### src/rtl/rcfr_pkg.sv
// Constants of the rail 2 register bank
package rcfr_pkg;
   // Command codes of the registers on the second page
   localparam logic [7:0] CMD_CLEAR_FAULTS = 8'h03;
   localparam logic [7:0] OFS_DROOP_CTRL3 = 8'h19;
   localparam logic [7:0] OFS_ADDR_TELEM = 8'h1A;
   localparam logic [7:0] OFS_REPORT_GAIN = 8'h1B;
   localparam logic [7:0] OFS_MON_GAIN = 8'h1C;
   localparam logic [7:0] OFS_MULTI_CFG = 8'h1D;
   localparam logic [7:0] OFS_CFG_OFFSET = 8'h1E;
   localparam logic [7:0] OFS_LAST_FAULTS1 = 8'h20;
   localparam logic [1:0] REG_PAGE = 2'h2;
   // Reset values
   localparam logic [15:0] RST_DROOP_CTRL3 = 16'h0000;
   localparam logic [15:0] RST_ADDR_TELEM = 16'h0000;
   localparam logic [15:0] RST_REPORT_GAIN = 16'h0000;
   localparam logic [15:0] RST_MON_GAIN = 16'h0000;
   localparam logic [15:0] RST_MULTI_CFG = 16'h0000;
   localparam logic [15:0] RST_CFG_OFFSET = 16'h0000;
   // Writable bits; reserved and read-only bits stay zero
   localparam logic [15:0] WMASK_DROOP_CTRL3 = 16'hFFFF;
   localparam logic [15:0] WMASK_ADDR_TELEM = 16'hFFFF;
   localparam logic [15:0] WMASK_REPORT_GAIN = 16'h3FFF;
   localparam logic [15:0] WMASK_MON_GAIN = 16'hFFFF;
   localparam logic [15:0] WMASK_MULTI_CFG = 16'hDFFF;
   localparam logic [15:0] WMASK_CFG_OFFSET = 16'hDFFF;
   // Single-bit field positions
   localparam int BIT_INJ_TYPE = 2;
   localparam int BIT_IIN_SRC = 15;
   localparam int BIT_SPEC_GEN = 7;
   localparam int BIT_HC_SUPPORT = 6;
   localparam int BIT_HC_INIT = 5;
   localparam int BIT_ALERT_SEL = 4;
   localparam int BIT_SYS_MODE = 3;
   localparam int BIT_VOLT_FLT_EN = 2;
   localparam int BIT_VSYS_PIN = 1;
   localparam int BIT_TEMP_PIN = 0;
   localparam int BIT_PIN_RESET_EN = 15;
   localparam int BIT_HALF_TRACK = 14;
   localparam int BIT_VID_STEP = 3;
   localparam int BIT_CS_SUM_LVL = 15;
   localparam int BIT_THR_HALF = 14;
   localparam int BIT_REMOTE_GAIN = 9;
   localparam int BIT_FLT_SELF_R2 = 15;
   localparam int BIT_FLT_SELF_R1 = 14;
   localparam int BIT_FLT_IIN = 13;
   // Monitor digital gain divisor, as a shift
   localparam int MON_DIV_SHIFT = 10;
   localparam int GAIN_EXP_BASE = 10;
   // Pin reset low time in cycles
   localparam int PIN_RESET_TIME_MS = 4;
   localparam int CLK_FREQ_HZ = 50_000_000;
   localparam int PIN_RESET_CYCLES = PIN_RESET_TIME_MS * (CLK_FREQ_HZ / 1000);
endpackage : rcfr_pkg

### src/rtl/rcfr_pin_reset.sv
// Data pin low-time detector for boot reset
`timescale 1ns/100ps
module rcfr_pin_reset #(
   parameter int HOLD_CYCLES = 200000
) (
   input wire logic clk,
   input wire logic sys_rst,
   input wire logic enable,
   input wire logic data_pin_in,
   output logic boot_reset
);
   logic sync_a;
   logic sync_b;
   logic [23:0] low_count;
   logic fired;
   wire hold_done = (low_count == 24'(HOLD_CYCLES - 1));

   // Two-stage synchroniser for the pin
   always_ff @(posedge clk) begin
      sync_a <= sys_rst ? 1'b1 : data_pin_in;
      sync_b <= sys_rst ? 1'b1 : sync_a;
   end

   // Count low time; one pulse per low period
   always_ff @(posedge clk) begin
      if (sys_rst || sync_b || !enable) begin
         low_count <= 24'h000000;
         fired <= 1'b0;
         boot_reset <= 1'b0;
      end else begin
         boot_reset <= hold_done && !fired;
         if (hold_done) begin
            fired <= 1'b1;
         end else begin
            low_count <= low_count + 24'h000001;
         end
      end
   end
endmodule // rcfr_pin_reset

### src/rtl/rcfr_monitor_calc.sv
// Digital gain stage that turns the monitor sample into the report value
`timescale 1ns/100ps
module rcfr_monitor_calc
   import rcfr_pkg::*;
(
   input wire logic clk,
   input wire logic sys_rst,
   input wire logic sample_valid,
   input wire logic [11:0] adc_sample,
   input wire logic [10:0] digital_gain,
   output logic [12:0] monitor_final,
   output logic monitor_valid
);
   wire [22:0] product = 23'(adc_sample) * 23'(digital_gain);
   wire [12:0] scaled = 13'(product >> MON_DIV_SHIFT);

   // Multiply by gain and divide by 1024, registered
   always_ff @(posedge clk) begin
      if (sys_rst) begin
         monitor_final <= 13'h0000;
         monitor_valid <= 1'b0;
      end else begin
         monitor_valid <= sample_valid;
         if (sample_valid) begin
            monitor_final <= scaled;
         end
      end
   end
endmodule // rcfr_monitor_calc

### src/rtl/rcfr_regs.sv
// Rail 2 configuration, reporting and last-fault register bank
`timescale 1ns/100ps
// Overview of operation
// Droop resistor code maps 0.25k to 3.5k
// Bit 2 picks AC droop; bandwidth then applies
// Bit 15 picks input-current report source
// Bits 14:12 give upper bus address bits
// Debug bit picks address pin or field
// Bit 7 selects regulator spec generation
// Legacy mode support, initial state, processor toggle
// Alert output choice and system-power mode
// Voltage fault enable and pin mode selects
// Reserved bits ignore writes, read zero
// Report gain mantissa scaled by exponent
// Monitor resistor code selects resistor value
// Mirror gain code gives 2,3,5,8 over 64
// Monitor sample times gain over 1024
// Data pin low 4ms returns boot voltage
// Half tracking makes rail 2 half rail 1
// Boot voltage code and VID step size
// Phase count code decodes to phases
// Sense level and threshold halving select
// Remote amplifier gain unity or half
// Signed report offset with scaled resolution
// Input over-limit flag, latched until clear for the pin fault source; follows the live warning when source select is set
module rcfr_regs
   import rcfr_pkg::*;
#(
   parameter int PIN_RESET_HOLD = PIN_RESET_CYCLES
) (
   input wire logic clk,
   input wire logic sys_rst,
   // Command port
   input wire logic reg_wr,
   input wire logic reg_rd,
   input wire logic [1:0] reg_page,
   input wire logic [7:0] reg_cmd,
   input wire logic [15:0] reg_wdata,
   output logic [15:0] reg_rdata,
   output logic reg_rd_valid,
   output logic reg_unsupported,
   // Settings held in other pages
   input wire logic debug_config_second,
   input wire logic input_protect_signal_sel,
   input wire logic [2:0] avs_gain_scale,
   // Pins and analog comparators
   input wire logic [3:0] addr_pin,
   input wire logic data_pin_in,
   input wire logic iin_over_warn,
   input wire logic pin_over_fault,
   input wire logic pwm_self_fault_r1,
   input wire logic pwm_self_fault_r2,
   // Processor legacy-mode command
   input wire logic hc_cmd_valid,
   input wire logic hc_cmd_enable,
   // Voltage targets
   input wire logic [8:0] rail1_vid,
   input wire logic [8:0] rail2_vid_req,
   input wire logic [9:0] ovp_thr_prog,
   input wire logic [9:0] uvp_thr_prog,
   input wire logic [9:0] rvp_thr_prog,
   // Monitor path
   input wire logic mon_sample_valid,
   input wire logic [11:0] mon_adc_sample,
   output logic [12:0] monitor_final,
   output logic monitor_valid,
   // Decoded configuration
   output logic [3:0] droop_comp_resistor_qk,
   output logic droop_injection_type,
   output logic [1:0] ac_droop_bandwidth,
   output logic ac_droop_active,
   output logic input_current_report_source,
   output logic [6:0] bus_address,
   output logic spec_generation_sel,
   output logic legacy_hc_active,
   output logic input_power_alert_n,
   output logic sys_power_critical_n,
   output logic system_power_mode,
   output logic sys_voltage_fault_en,
   output logic sys_voltage_pin_mode,
   output logic sys_current_temp_pin_sel,
   output logic [20:0] report_gain_scaled,
   output logic [6:0] monitor_resistor_hk,
   output logic monitor_resistor_connected,
   output logic [3:0] monitor_mirror_gain_num,
   output logic boot_reset,
   output logic [8:0] rail2_vid_target,
   output logic vid_step_size,
   output logic [2:0] rail2_phase_count,
   output logic rail2_enabled,
   output logic cs_sum_level,
   output logic [9:0] ovp_thr_eff,
   output logic [9:0] uvp_thr_eff,
   output logic [9:0] rvp_thr_eff,
   output logic remote_amp_gain,
   output logic [8:0] current_report_offset,
   output logic [4:0] offset_resolution_5ma,
   output logic input_over_limit_flag
);
   import rcfr_pkg::*;

   ////////////////////////////////////////////////////////////////////////
   // Helper functions

   // Droop resistor in quarter-kilohm units
   function automatic logic [3:0] droop_res_qk(input logic [2:0] code);
      droop_res_qk = (code == 3'h0) ? 4'h1 : {code, 1'b0};
   endfunction

   // Masked register update
   function automatic logic [15:0] masked(input logic [15:0] old_val,
                                          input logic [15:0] new_val,
                                          input logic [15:0] mask);
      masked = (old_val & ~mask) | (new_val & mask);
   endfunction

   // Halved threshold
   function automatic logic [9:0] thr_eff(input logic [9:0] thr,
                                          input logic half);
      thr_eff = half ? {1'b0, thr[9:1]} : thr;
   endfunction

   ////////////////////////////////////////////////////////////////////////
   // Registers and synchronisers

   logic [15:0] droop_control_third;
   logic [15:0] bus_address_and_input_telemetry;
   logic [15:0] current_report_gain_bus;
   logic [15:0] monitor_gain_and_resistor;
   logic [15:0] rail_multi_configuration;
   logic [15:0] rail_config_report_offset;
   logic [3:0] addr_sync_a;
   logic [3:0] addr_pin_sync;
   logic [3:0] flt_sync_a;
   logic [3:0] flt_sync;
   logic pin_fault_latched;
   logic hc_active_state;

   ////////////////////////////////////////////////////////////////////////
   // Command decode

   wire page_hit = (reg_page == REG_PAGE);
   wire wr_page = reg_wr && page_hit;
   wire wr_droop = wr_page && (reg_cmd == OFS_DROOP_CTRL3);
   wire wr_addr = wr_page && (reg_cmd == OFS_ADDR_TELEM);
   wire wr_gain = wr_page && (reg_cmd == OFS_REPORT_GAIN);
   wire wr_mon = wr_page && (reg_cmd == OFS_MON_GAIN);
   wire wr_multi = wr_page && (reg_cmd == OFS_MULTI_CFG);
   wire wr_cfg = wr_page && (reg_cmd == OFS_CFG_OFFSET);
   wire clear_faults = reg_wr && (reg_cmd == CMD_CLEAR_FAULTS);
   wire wr_known = wr_droop || wr_addr || wr_gain || wr_mon || wr_multi
                   || wr_cfg || clear_faults;

   // Synchronised comparator and fault inputs
   wire iin_over_s = flt_sync[0];
   wire pin_over_s = flt_sync[1];
   wire self_r1_s = flt_sync[2];
   wire self_r2_s = flt_sync[3];

   ////////////////////////////////////////////////////////////////////////
   // Register writes

   // Droop and address registers
   always_ff @(posedge clk) begin
      if (sys_rst) begin
         droop_control_third <= RST_DROOP_CTRL3;
         bus_address_and_input_telemetry <= RST_ADDR_TELEM;
      end else begin
         if (wr_droop) begin
            droop_control_third <= masked(droop_control_third, reg_wdata,
                                          WMASK_DROOP_CTRL3);
         end
         if (wr_addr) begin
            bus_address_and_input_telemetry <= masked(
               bus_address_and_input_telemetry, reg_wdata, WMASK_ADDR_TELEM);
         end
      end
   end

   // Gain registers; reserved bits never stored
   always_ff @(posedge clk) begin
      if (sys_rst) begin
         current_report_gain_bus <= RST_REPORT_GAIN;
         monitor_gain_and_resistor <= RST_MON_GAIN;
      end else begin
         if (wr_gain) begin
            current_report_gain_bus <= masked(current_report_gain_bus,
                                              reg_wdata,
                                              WMASK_REPORT_GAIN);
         end
         if (wr_mon) begin
            monitor_gain_and_resistor <= masked(monitor_gain_and_resistor,
                                                reg_wdata, WMASK_MON_GAIN);
         end
      end
   end

   // Rail configuration registers
   always_ff @(posedge clk) begin
      if (sys_rst) begin
         rail_multi_configuration <= RST_MULTI_CFG;
         rail_config_report_offset <= RST_CFG_OFFSET;
      end else begin
         if (wr_multi) begin
            rail_multi_configuration <= masked(rail_multi_configuration,
                                               reg_wdata,
                                               WMASK_MULTI_CFG);
         end
         if (wr_cfg) begin
            rail_config_report_offset <= masked(rail_config_report_offset,
                                                reg_wdata, WMASK_CFG_OFFSET);
         end
      end
   end

   // Pin synchronisers
   always_ff @(posedge clk) begin
      if (sys_rst) begin
         addr_sync_a <= 4'h0;
         addr_pin_sync <= 4'h0;
         flt_sync_a <= 4'h0;
         flt_sync <= 4'h0;
      end else begin
         addr_sync_a <= addr_pin;
         addr_pin_sync <= addr_sync_a;
         flt_sync_a <= {pwm_self_fault_r2, pwm_self_fault_r1,
                        pin_over_fault, iin_over_warn};
         flt_sync <= flt_sync_a;
      end
   end

   ////////////////////////////////////////////////////////////////////////
   // Fault flag and legacy mode state

   // Power fault latch; a new event wins over a clear
   always_ff @(posedge clk) begin
      if (sys_rst) begin
         pin_fault_latched <= 1'b0;
      end else if (!input_protect_signal_sel && pin_over_s) begin
         pin_fault_latched <= 1'b1;
      end else if (clear_faults) begin
         pin_fault_latched <= 1'b0;
      end
   end

   // Legacy mode state
   always_ff @(posedge clk) begin
      if (sys_rst) begin
         hc_active_state <= 1'b0;
      end else if (wr_addr) begin
         hc_active_state <= reg_wdata[BIT_HC_INIT];
      end else if (hc_cmd_valid) begin
         hc_active_state <= hc_cmd_enable;
      end
   end

   ////////////////////////////////////////////////////////////////////////
   // Decoded configuration

   // Droop control fields
   assign droop_comp_resistor_qk =
      droop_res_qk(droop_control_third[5:3]);
   assign droop_injection_type = droop_control_third[BIT_INJ_TYPE];
   assign ac_droop_active = droop_injection_type;
   assign ac_droop_bandwidth = droop_injection_type ?
                               droop_control_third[1:0] : 2'h0;

   // Address and telemetry fields
   wire [3:0] addr_lower = debug_config_second ? addr_pin_sync
                           : bus_address_and_input_telemetry[11:8];
   assign bus_address = {bus_address_and_input_telemetry[14:12],
                         addr_lower};
   assign input_current_report_source =
      bus_address_and_input_telemetry[BIT_IIN_SRC];
   assign spec_generation_sel =
      bus_address_and_input_telemetry[BIT_SPEC_GEN];
   assign legacy_hc_active = hc_active_state &&
      bus_address_and_input_telemetry[BIT_HC_SUPPORT];
   assign system_power_mode =
      bus_address_and_input_telemetry[BIT_SYS_MODE];
   assign sys_voltage_fault_en =
      bus_address_and_input_telemetry[BIT_VOLT_FLT_EN];
   assign sys_voltage_pin_mode =
      bus_address_and_input_telemetry[BIT_VSYS_PIN];
   assign sys_current_temp_pin_sel =
      bus_address_and_input_telemetry[BIT_TEMP_PIN];

   // Over-limit flag and the chosen alert output
   wire alert_sel = bus_address_and_input_telemetry[BIT_ALERT_SEL];
   assign input_over_limit_flag = input_protect_signal_sel ? iin_over_s
                                  : pin_fault_latched;
   assign input_power_alert_n = !(input_over_limit_flag
                                  && !alert_sel);
   assign sys_power_critical_n = !(input_over_limit_flag
                                   && alert_sel);

   // Report gain mantissa scaled by exponent
   wire [3:0] gain_shift = 4'(GAIN_EXP_BASE)
                           - {1'b0, current_report_gain_bus[13:11]};
   assign report_gain_scaled = 21'(current_report_gain_bus[10:0])
                               << gain_shift;

   // Monitor resistor (half-k) and mirror gain
   wire [2:0] mon_res_code = monitor_gain_and_resistor[15:13];
   assign monitor_resistor_connected = mon_res_code[2];
   assign monitor_resistor_hk =
      (mon_res_code == 3'h4) ? 7'h05 :
      (mon_res_code == 3'h5) ? 7'h0A :
      (mon_res_code == 3'h6) ? 7'h14 :
      (mon_res_code == 3'h7) ? 7'h50 : 7'h00;
   wire [1:0] mirror_code = monitor_gain_and_resistor[12:11];
   assign monitor_mirror_gain_num =
      (mirror_code == 2'h0) ? 4'h2 :
      (mirror_code == 2'h1) ? 4'h3 :
      (mirror_code == 2'h2) ? 4'h5 : 4'h8;

   // Rail target, boot voltage and phase count
   wire pin_reset_en = rail_multi_configuration[BIT_PIN_RESET_EN];
   wire half_tracking_en = rail_multi_configuration[BIT_HALF_TRACK];
   wire [8:0] boot_voltage_code = rail_multi_configuration[12:4];
   assign vid_step_size = rail_multi_configuration[BIT_VID_STEP];
   assign rail2_vid_target = half_tracking_en ? {1'b0, rail1_vid[8:1]}
                             : rail2_vid_req;
   wire [2:0] phase_code = rail_multi_configuration[2:0];
   assign rail2_phase_count = phase_code[2] && phase_code[1] ? 3'h6
                              : phase_code;
   assign rail2_enabled = (phase_code != 3'h0);

   // Sense, thresholds, amplifier gain, offset
   wire threshold_halving_en = rail_config_report_offset[BIT_THR_HALF];
   assign cs_sum_level = rail_config_report_offset[BIT_CS_SUM_LVL];
   assign ovp_thr_eff = thr_eff(ovp_thr_prog, threshold_halving_en);
   assign uvp_thr_eff = thr_eff(uvp_thr_prog, threshold_halving_en);
   assign rvp_thr_eff = thr_eff(rvp_thr_prog, threshold_halving_en);
   assign remote_amp_gain =
      rail_config_report_offset[BIT_REMOTE_GAIN];
   assign current_report_offset = rail_config_report_offset[8:0];
   assign offset_resolution_5ma = (avs_gain_scale >= 3'h3) ?
      5'h10 >> (avs_gain_scale - 3'h3) : 5'h00;

   ////////////////////////////////////////////////////////////////////////
   // Submodules

   // Data pin low-time detector
   logic pin_boot_reset;
   rcfr_pin_reset #(
      .HOLD_CYCLES(PIN_RESET_HOLD)
   ) u_pin_reset (
      .clk(clk),
      .sys_rst(sys_rst),
      .enable(pin_reset_en),
      .data_pin_in(data_pin_in),
      .boot_reset(pin_boot_reset)
   );
   assign boot_reset = pin_boot_reset;

   // Monitor digital gain stage
   rcfr_monitor_calc u_monitor_calc (
      .clk(clk),
      .sys_rst(sys_rst),
      .sample_valid(mon_sample_valid),
      .adc_sample(mon_adc_sample),
      .digital_gain(monitor_gain_and_resistor[10:0]),
      .monitor_final(monitor_final),
      .monitor_valid(monitor_valid)
   );

   ////////////////////////////////////////////////////////////////////////
   // Read path

   // Live read values
   wire [15:0] addr_readback = {bus_address_and_input_telemetry[15:12],
                                addr_lower,
                                bus_address_and_input_telemetry[7:0]};
   wire [15:0] faults_readback = {self_r2_s, self_r1_s,
                                  input_over_limit_flag, 13'h0000};
   wire rd_page = reg_rd && page_hit;
   wire [15:0] next_rdata =
      (reg_cmd == OFS_DROOP_CTRL3) ? droop_control_third :
      (reg_cmd == OFS_ADDR_TELEM) ? addr_readback :
      (reg_cmd == OFS_REPORT_GAIN) ? current_report_gain_bus :
      (reg_cmd == OFS_MON_GAIN) ? monitor_gain_and_resistor :
      (reg_cmd == OFS_MULTI_CFG) ? rail_multi_configuration :
      (reg_cmd == OFS_CFG_OFFSET) ? rail_config_report_offset :
      (reg_cmd == OFS_LAST_FAULTS1) ? faults_readback : 16'h0000;
   wire rd_known = rd_page && (reg_cmd inside {OFS_DROOP_CTRL3,
      OFS_ADDR_TELEM, OFS_REPORT_GAIN, OFS_MON_GAIN, OFS_MULTI_CFG,
      OFS_CFG_OFFSET, OFS_LAST_FAULTS1});

   // Read answer one cycle after the strobe
   always_ff @(posedge clk) begin
      if (sys_rst) begin
         reg_rdata <= 16'h0000;
         reg_rd_valid <= 1'b0;
         reg_unsupported <= 1'b0;
      end else begin
         reg_rd_valid <= reg_rd;
         reg_unsupported <= (reg_rd && !rd_known)
                            || (reg_wr && !wr_known);
         if (reg_rd) begin
            reg_rdata <= rd_known ? next_rdata : 16'h0000;
         end
      end
   end
endmodule // rcfr_regs

### config.mk
export PLATFORM = sky130hd
export DESIGN_NAME = rcfr_regs
export DESIGN_NICKNAME = d
export VERILOG_FILES = /design/src/rtl/rcfr_pkg.sv /design/src/rtl/rcfr_pin_reset.sv /design/src/rtl/rcfr_monitor_calc.sv /design/src/rtl/rcfr_regs.sv
export SDC_FILE = /design/constraint.sdc
export NUM_CORES = 1
export LEC_CHECK = 0
export ABC_AREA = 1
export BUFFER_PORTS_ARGS = -buffer_cell sky130_fd_sc_hd__buf_2
export CAP_MARGIN = 20
export CELL_PAD_IN_SITES_DETAIL_PLACEMENT = 1
export CELL_PAD_IN_SITES_GLOBAL_PLACEMENT = 2
export CORE_UTILIZATION = 25
export CTS_CLUSTER_SIZE = 20
export DETAILED_ROUTE_END_ITERATION = 16
export PLACE_DENSITY_LB_ADDON = 0.1
export SYNTH_ARGS = -nofsm -noshare
export SYNTH_HDL_FRONTEND = slang
export SYNTH_HIERARCHICAL = 1
export SYNTH_SLANG_ARGS = --single-unit
### constraint.sdc
create_clock -name clk -period 10.65 [get_ports clk]
set_clock_uncertainty 0.15 [all_clocks]
set_input_delay 2.13 -clock clk [delete_from_list [all_inputs] [get_ports clk]]
set_output_delay 2.13 -clock clk [all_outputs]
set_load 0.01 [all_outputs]
==> results.toml <==
[cells_and_area]
multi_input_area_mm2 = 0.008352
synthToLayoutAreaGrowth_pct = 16.97
drive_gt1_frac = 0.1685
finalNetCount = 2485
nFillCells = 6837
antenna_cells = 0
design_area_mm2 = 0.01596
seqCellArea_mm2 = 0.003405

[floorplan]
coreArea_mm2 = 0.05392
dieArea_mm2 = 0.05551
num_io_pins = 258
initial_core_util = 0.2530
die_h_um = 235.6
num_rows = 85
die_x_um = 235.6

[run_status]
outcome = "completed"

[global_routing]
overflow = 0
grt_pass1_wl_mm = 77.84
grt_start_max_net_pins = 93
first_global_vias = 13760
grt_util_all_layers = 0.1797
antenna_found_initial = 2

[drt]
route.detailed.drc = 0
via_per_inst = 4.523
wl_per_cell_um = 16.74
antenna_left = 0
vias = 13270
drt-initial-drc-count = 471
routed_wl_mm = 49.08
drt_pass1_iterations = 5

[yosys]
muxShareOfSynthArea = 0.002201
synth_top_family_by_area = "simple AND/OR/NAND/NOR gates"
synth_area_mm2 = 0.01364
synth_seq_cells = 170
postSynthAreaPerCell_um2 = 6.653
ys_types = 45
synth_edf_count = 0
synth_cells = 2051
synth_ff_type = "dfxtp_1"
yosys_warnings = 6
yosys.area_share.adder = 0.1887
synth_async_sr_flop_share = 0
ys_seq_area_frac = 0.2494
synth_compound_area_frac = 0.1225
synth_nets = 2311
yosys.area_share.simple = 0.2920
synth_xor_area_frac = 0.006419

[timing]
setup_viol = 0
slew_viol_final = 0
period_needed_ns = 6.487
clock.fmax_mhz = 154.1
tightest_slew_ns = 1.038
fin_tns_setup_ns = 0
finalHoldViolations = 0
fin_ws_ns = 4.163
relSlewSlack = 0.3066
rsz0062_at_grt = "false"
fin_crit_sh = 0.6091

[power]
clock_power_share = 0.469
leakage_nw = 8.317
intPower_mw = 1.022
p_seq_frac = 0.450
ir_drop_mv = 0.1320
power.density_mw_per_mm2 = 89.77
power_frac_comb = 0.081
power_switching_mw = 0.4112
netSwitchingFraction = 0.2870

[placement]
pre_cts_slack_ns = 3.604
post_dp_cell_area_mm2 = 0.01533
numPortBuffers = 255
place_congestion = 0.7924
dp_hpwl_mm = 38.16

[clock_network]
clk_pin_slew_ns = 0.08
cts_root_buffer = "clkbuf_16"
cts.sinks = 170
htreeDepth = 4
cts_buffers = 17
clock_path_buffers = 2
clock_latency_ns = 0.48
post-cts-setup-buffers = 0
cts_hold_buffers = 0
cts_tree = "yes"
ctsResizeCount = 0

[setup_path]
cp.required_ns = 10.88
arrival_ns = 6.71
start_kind = "input pin"
worstPathMaxFanout = 11
path_class = "in2reg"
endpoint_kind = "flip-flop"

[worst_hold_path]
worstHoldPathType = "reg2reg"

[run]
maxCapViolations = 0
## synthesized netlist by cell type, types with 4 or more instances
cell type,number,share of area
nand2_2,13,0.0060
fa_1,88,0.13
a21oi_2,11,0.0071
o21ai_1,9,0.0033
clkbuf_1,63,0.017
or2_2,4,0.0018
nor2_2,16,0.0073
a21o_1,4,0.0022
nand3_4,4,0.0051
nor2_4,10,0.0083
nand2_4,7,0.0058
dfxtp_1,170,0.25
nand4_1,32,0.015
nand3_1,55,0.020
buf_2,22,0.0081
buf_4,18,0.0099
nor3_1,17,0.0062
ha_1,65,0.060
nor2_1,281,0.077
inv_1,353,0.097
xor2_1,4,0.0026
xnor2_1,6,0.0039
nand2_1,472,0.13
a31oi_1,8,0.0037
nand3b_1,4,0.0022
clkinv_1,4,0.0011
a21oi_1,102,0.037
inv_2,10,0.0028
o21ai_0,171,0.063
## cells by family after synthesis
family          Yosys count
xor+xnor                 10
flops                   170
other cells               1
fa+ha+maj               153
simple gates            924
mux                       3
compound gates          316
buf+inv                 474
## stage by stage
stage                     total power, mW    util  hold slack [ns]  instances
after floorplan                    0.7136       -           0.2383       2051
after global placement             0.7768  0.2843           0.2426       2901
final                               1.433  0.2960           0.2556       2933
after global routing                1.494  0.2960           0.2741       2933
after CTS                           1.461  0.2955           0.2592       2932
after detailed placement           0.7783  0.2843           0.2471       2901
## final cells by class
class	count	area share
Inverter	367	0.08640
Clock inverter	13	0.01035
Sequential cell	170	0.2133
Tap cell	696	0.05457
Multi-Input combinational cell	1407	0.5233
Timing Repair Buffer	262	0.08452
Clock buffer	18	0.02752
## power groups by stage
stage               Clock [mW]  Sequential, mW  Combinational (mW)
floorplan                    0           0.660              0.0532
global placement             0           0.660               0.117
detailed placement           0           0.660               0.119
CTS                      0.698           0.645               0.119
global route             0.720           0.646               0.128
finish                   0.673           0.645               0.116
## flip-flops by register name (all words and copies together) (netlist names), 4 cells and up
| signal | cells |
|---|---|
| bus_address_and_input_telemetry | 16 |
| droop_control_third | 16 |
| flt_sync | 4 |
| monitor_gain_and_resistor | 16 |
| u_pin_reset/low_count | 24 |
| u_monitor_calc/monitor_final | 13 |
| addr_sync_a | 4 |
| addr_pin_sync | 4 |
| current_report_gain_bus | 14 |
| flt_sync_a | 4 |
| rail_multi_configuration | 15 |
| reg_rdata | 16 |
| rail_config_report_offset | 15 |
## path summary, 6_finish.rpt
check                           depth (start not counted)  slack, ns                          from                          endpoint
worst max-delay path                                   21       4.16             mon_adc_sample[5]  u_monitor_calc/monitor_final[11]
worst min-delay path                                    2       0.26                addr_sync_a[2]                  addr_pin_sync[2]
worst max register to register                         20       5.31  monitor_gain_and_resistor[4]  u_monitor_calc/monitor_final[11]
worst min register to register                          2       0.26                addr_sync_a[2]                  addr_pin_sync[2]
## per-layer routing
metal  part of all wire  GRT usage  vias to the layer above
li1                   -          -                     6629
met1               0.47     0.2310                     6403
met2               0.48     0.3104                      191
met3              0.035    0.03260                       41
met4              0.013    0.04120                        2
met5            0.00016          0                        -
## cells in the final DEF (no fill, tap or decap), types with 3 or more instances in the layout
cell	instances
xor2_1	4
nor2_2	16
fa_1	88
clkinv_1	4
nand3_4	4
buf_2	255
nor2_1	281
a21oi_2	11
o21ai_0	171
nand3_2	3
o21ai_1	9
inv_1	352
buf_4	6
clkbuf_16	17
nand2_4	7
dfxtp_1	169
ha_1	65
inv_6	4
nand3_1	55
nand2_1	472
o21a_1	3
inv_2	10
a21oi_1	102
inv_8	6
a21o_1	4
nand4_1	32
nand2_2	13
a31oi_1	8
nor2_4	10
or2_2	4
nor3_1	17
mux2i_1	3
xnor2_1	6
nand3b_1	4
## critical path: stages
cell and delay, ns:
buf_2 0.27, nand2_1 0.13, fa_1 0.57, inv_1 0.05, fa_1 0.46, fa_1 0.51, fa_1 0.55, inv_1 0.05
fa_1 0.52, inv_1 0.04, ha_1 0.37, a21oi_1 0.24, o21ai_0 0.11, a21oi_1 0.12, nand2_1 0.15, nand3b_1 0.15
nand2_1 0.06, nand2_1 0.05, nand3_1 0.06, nand2_1 0.07, inv_1 0.03
Power figures use the tool's default switching activity.
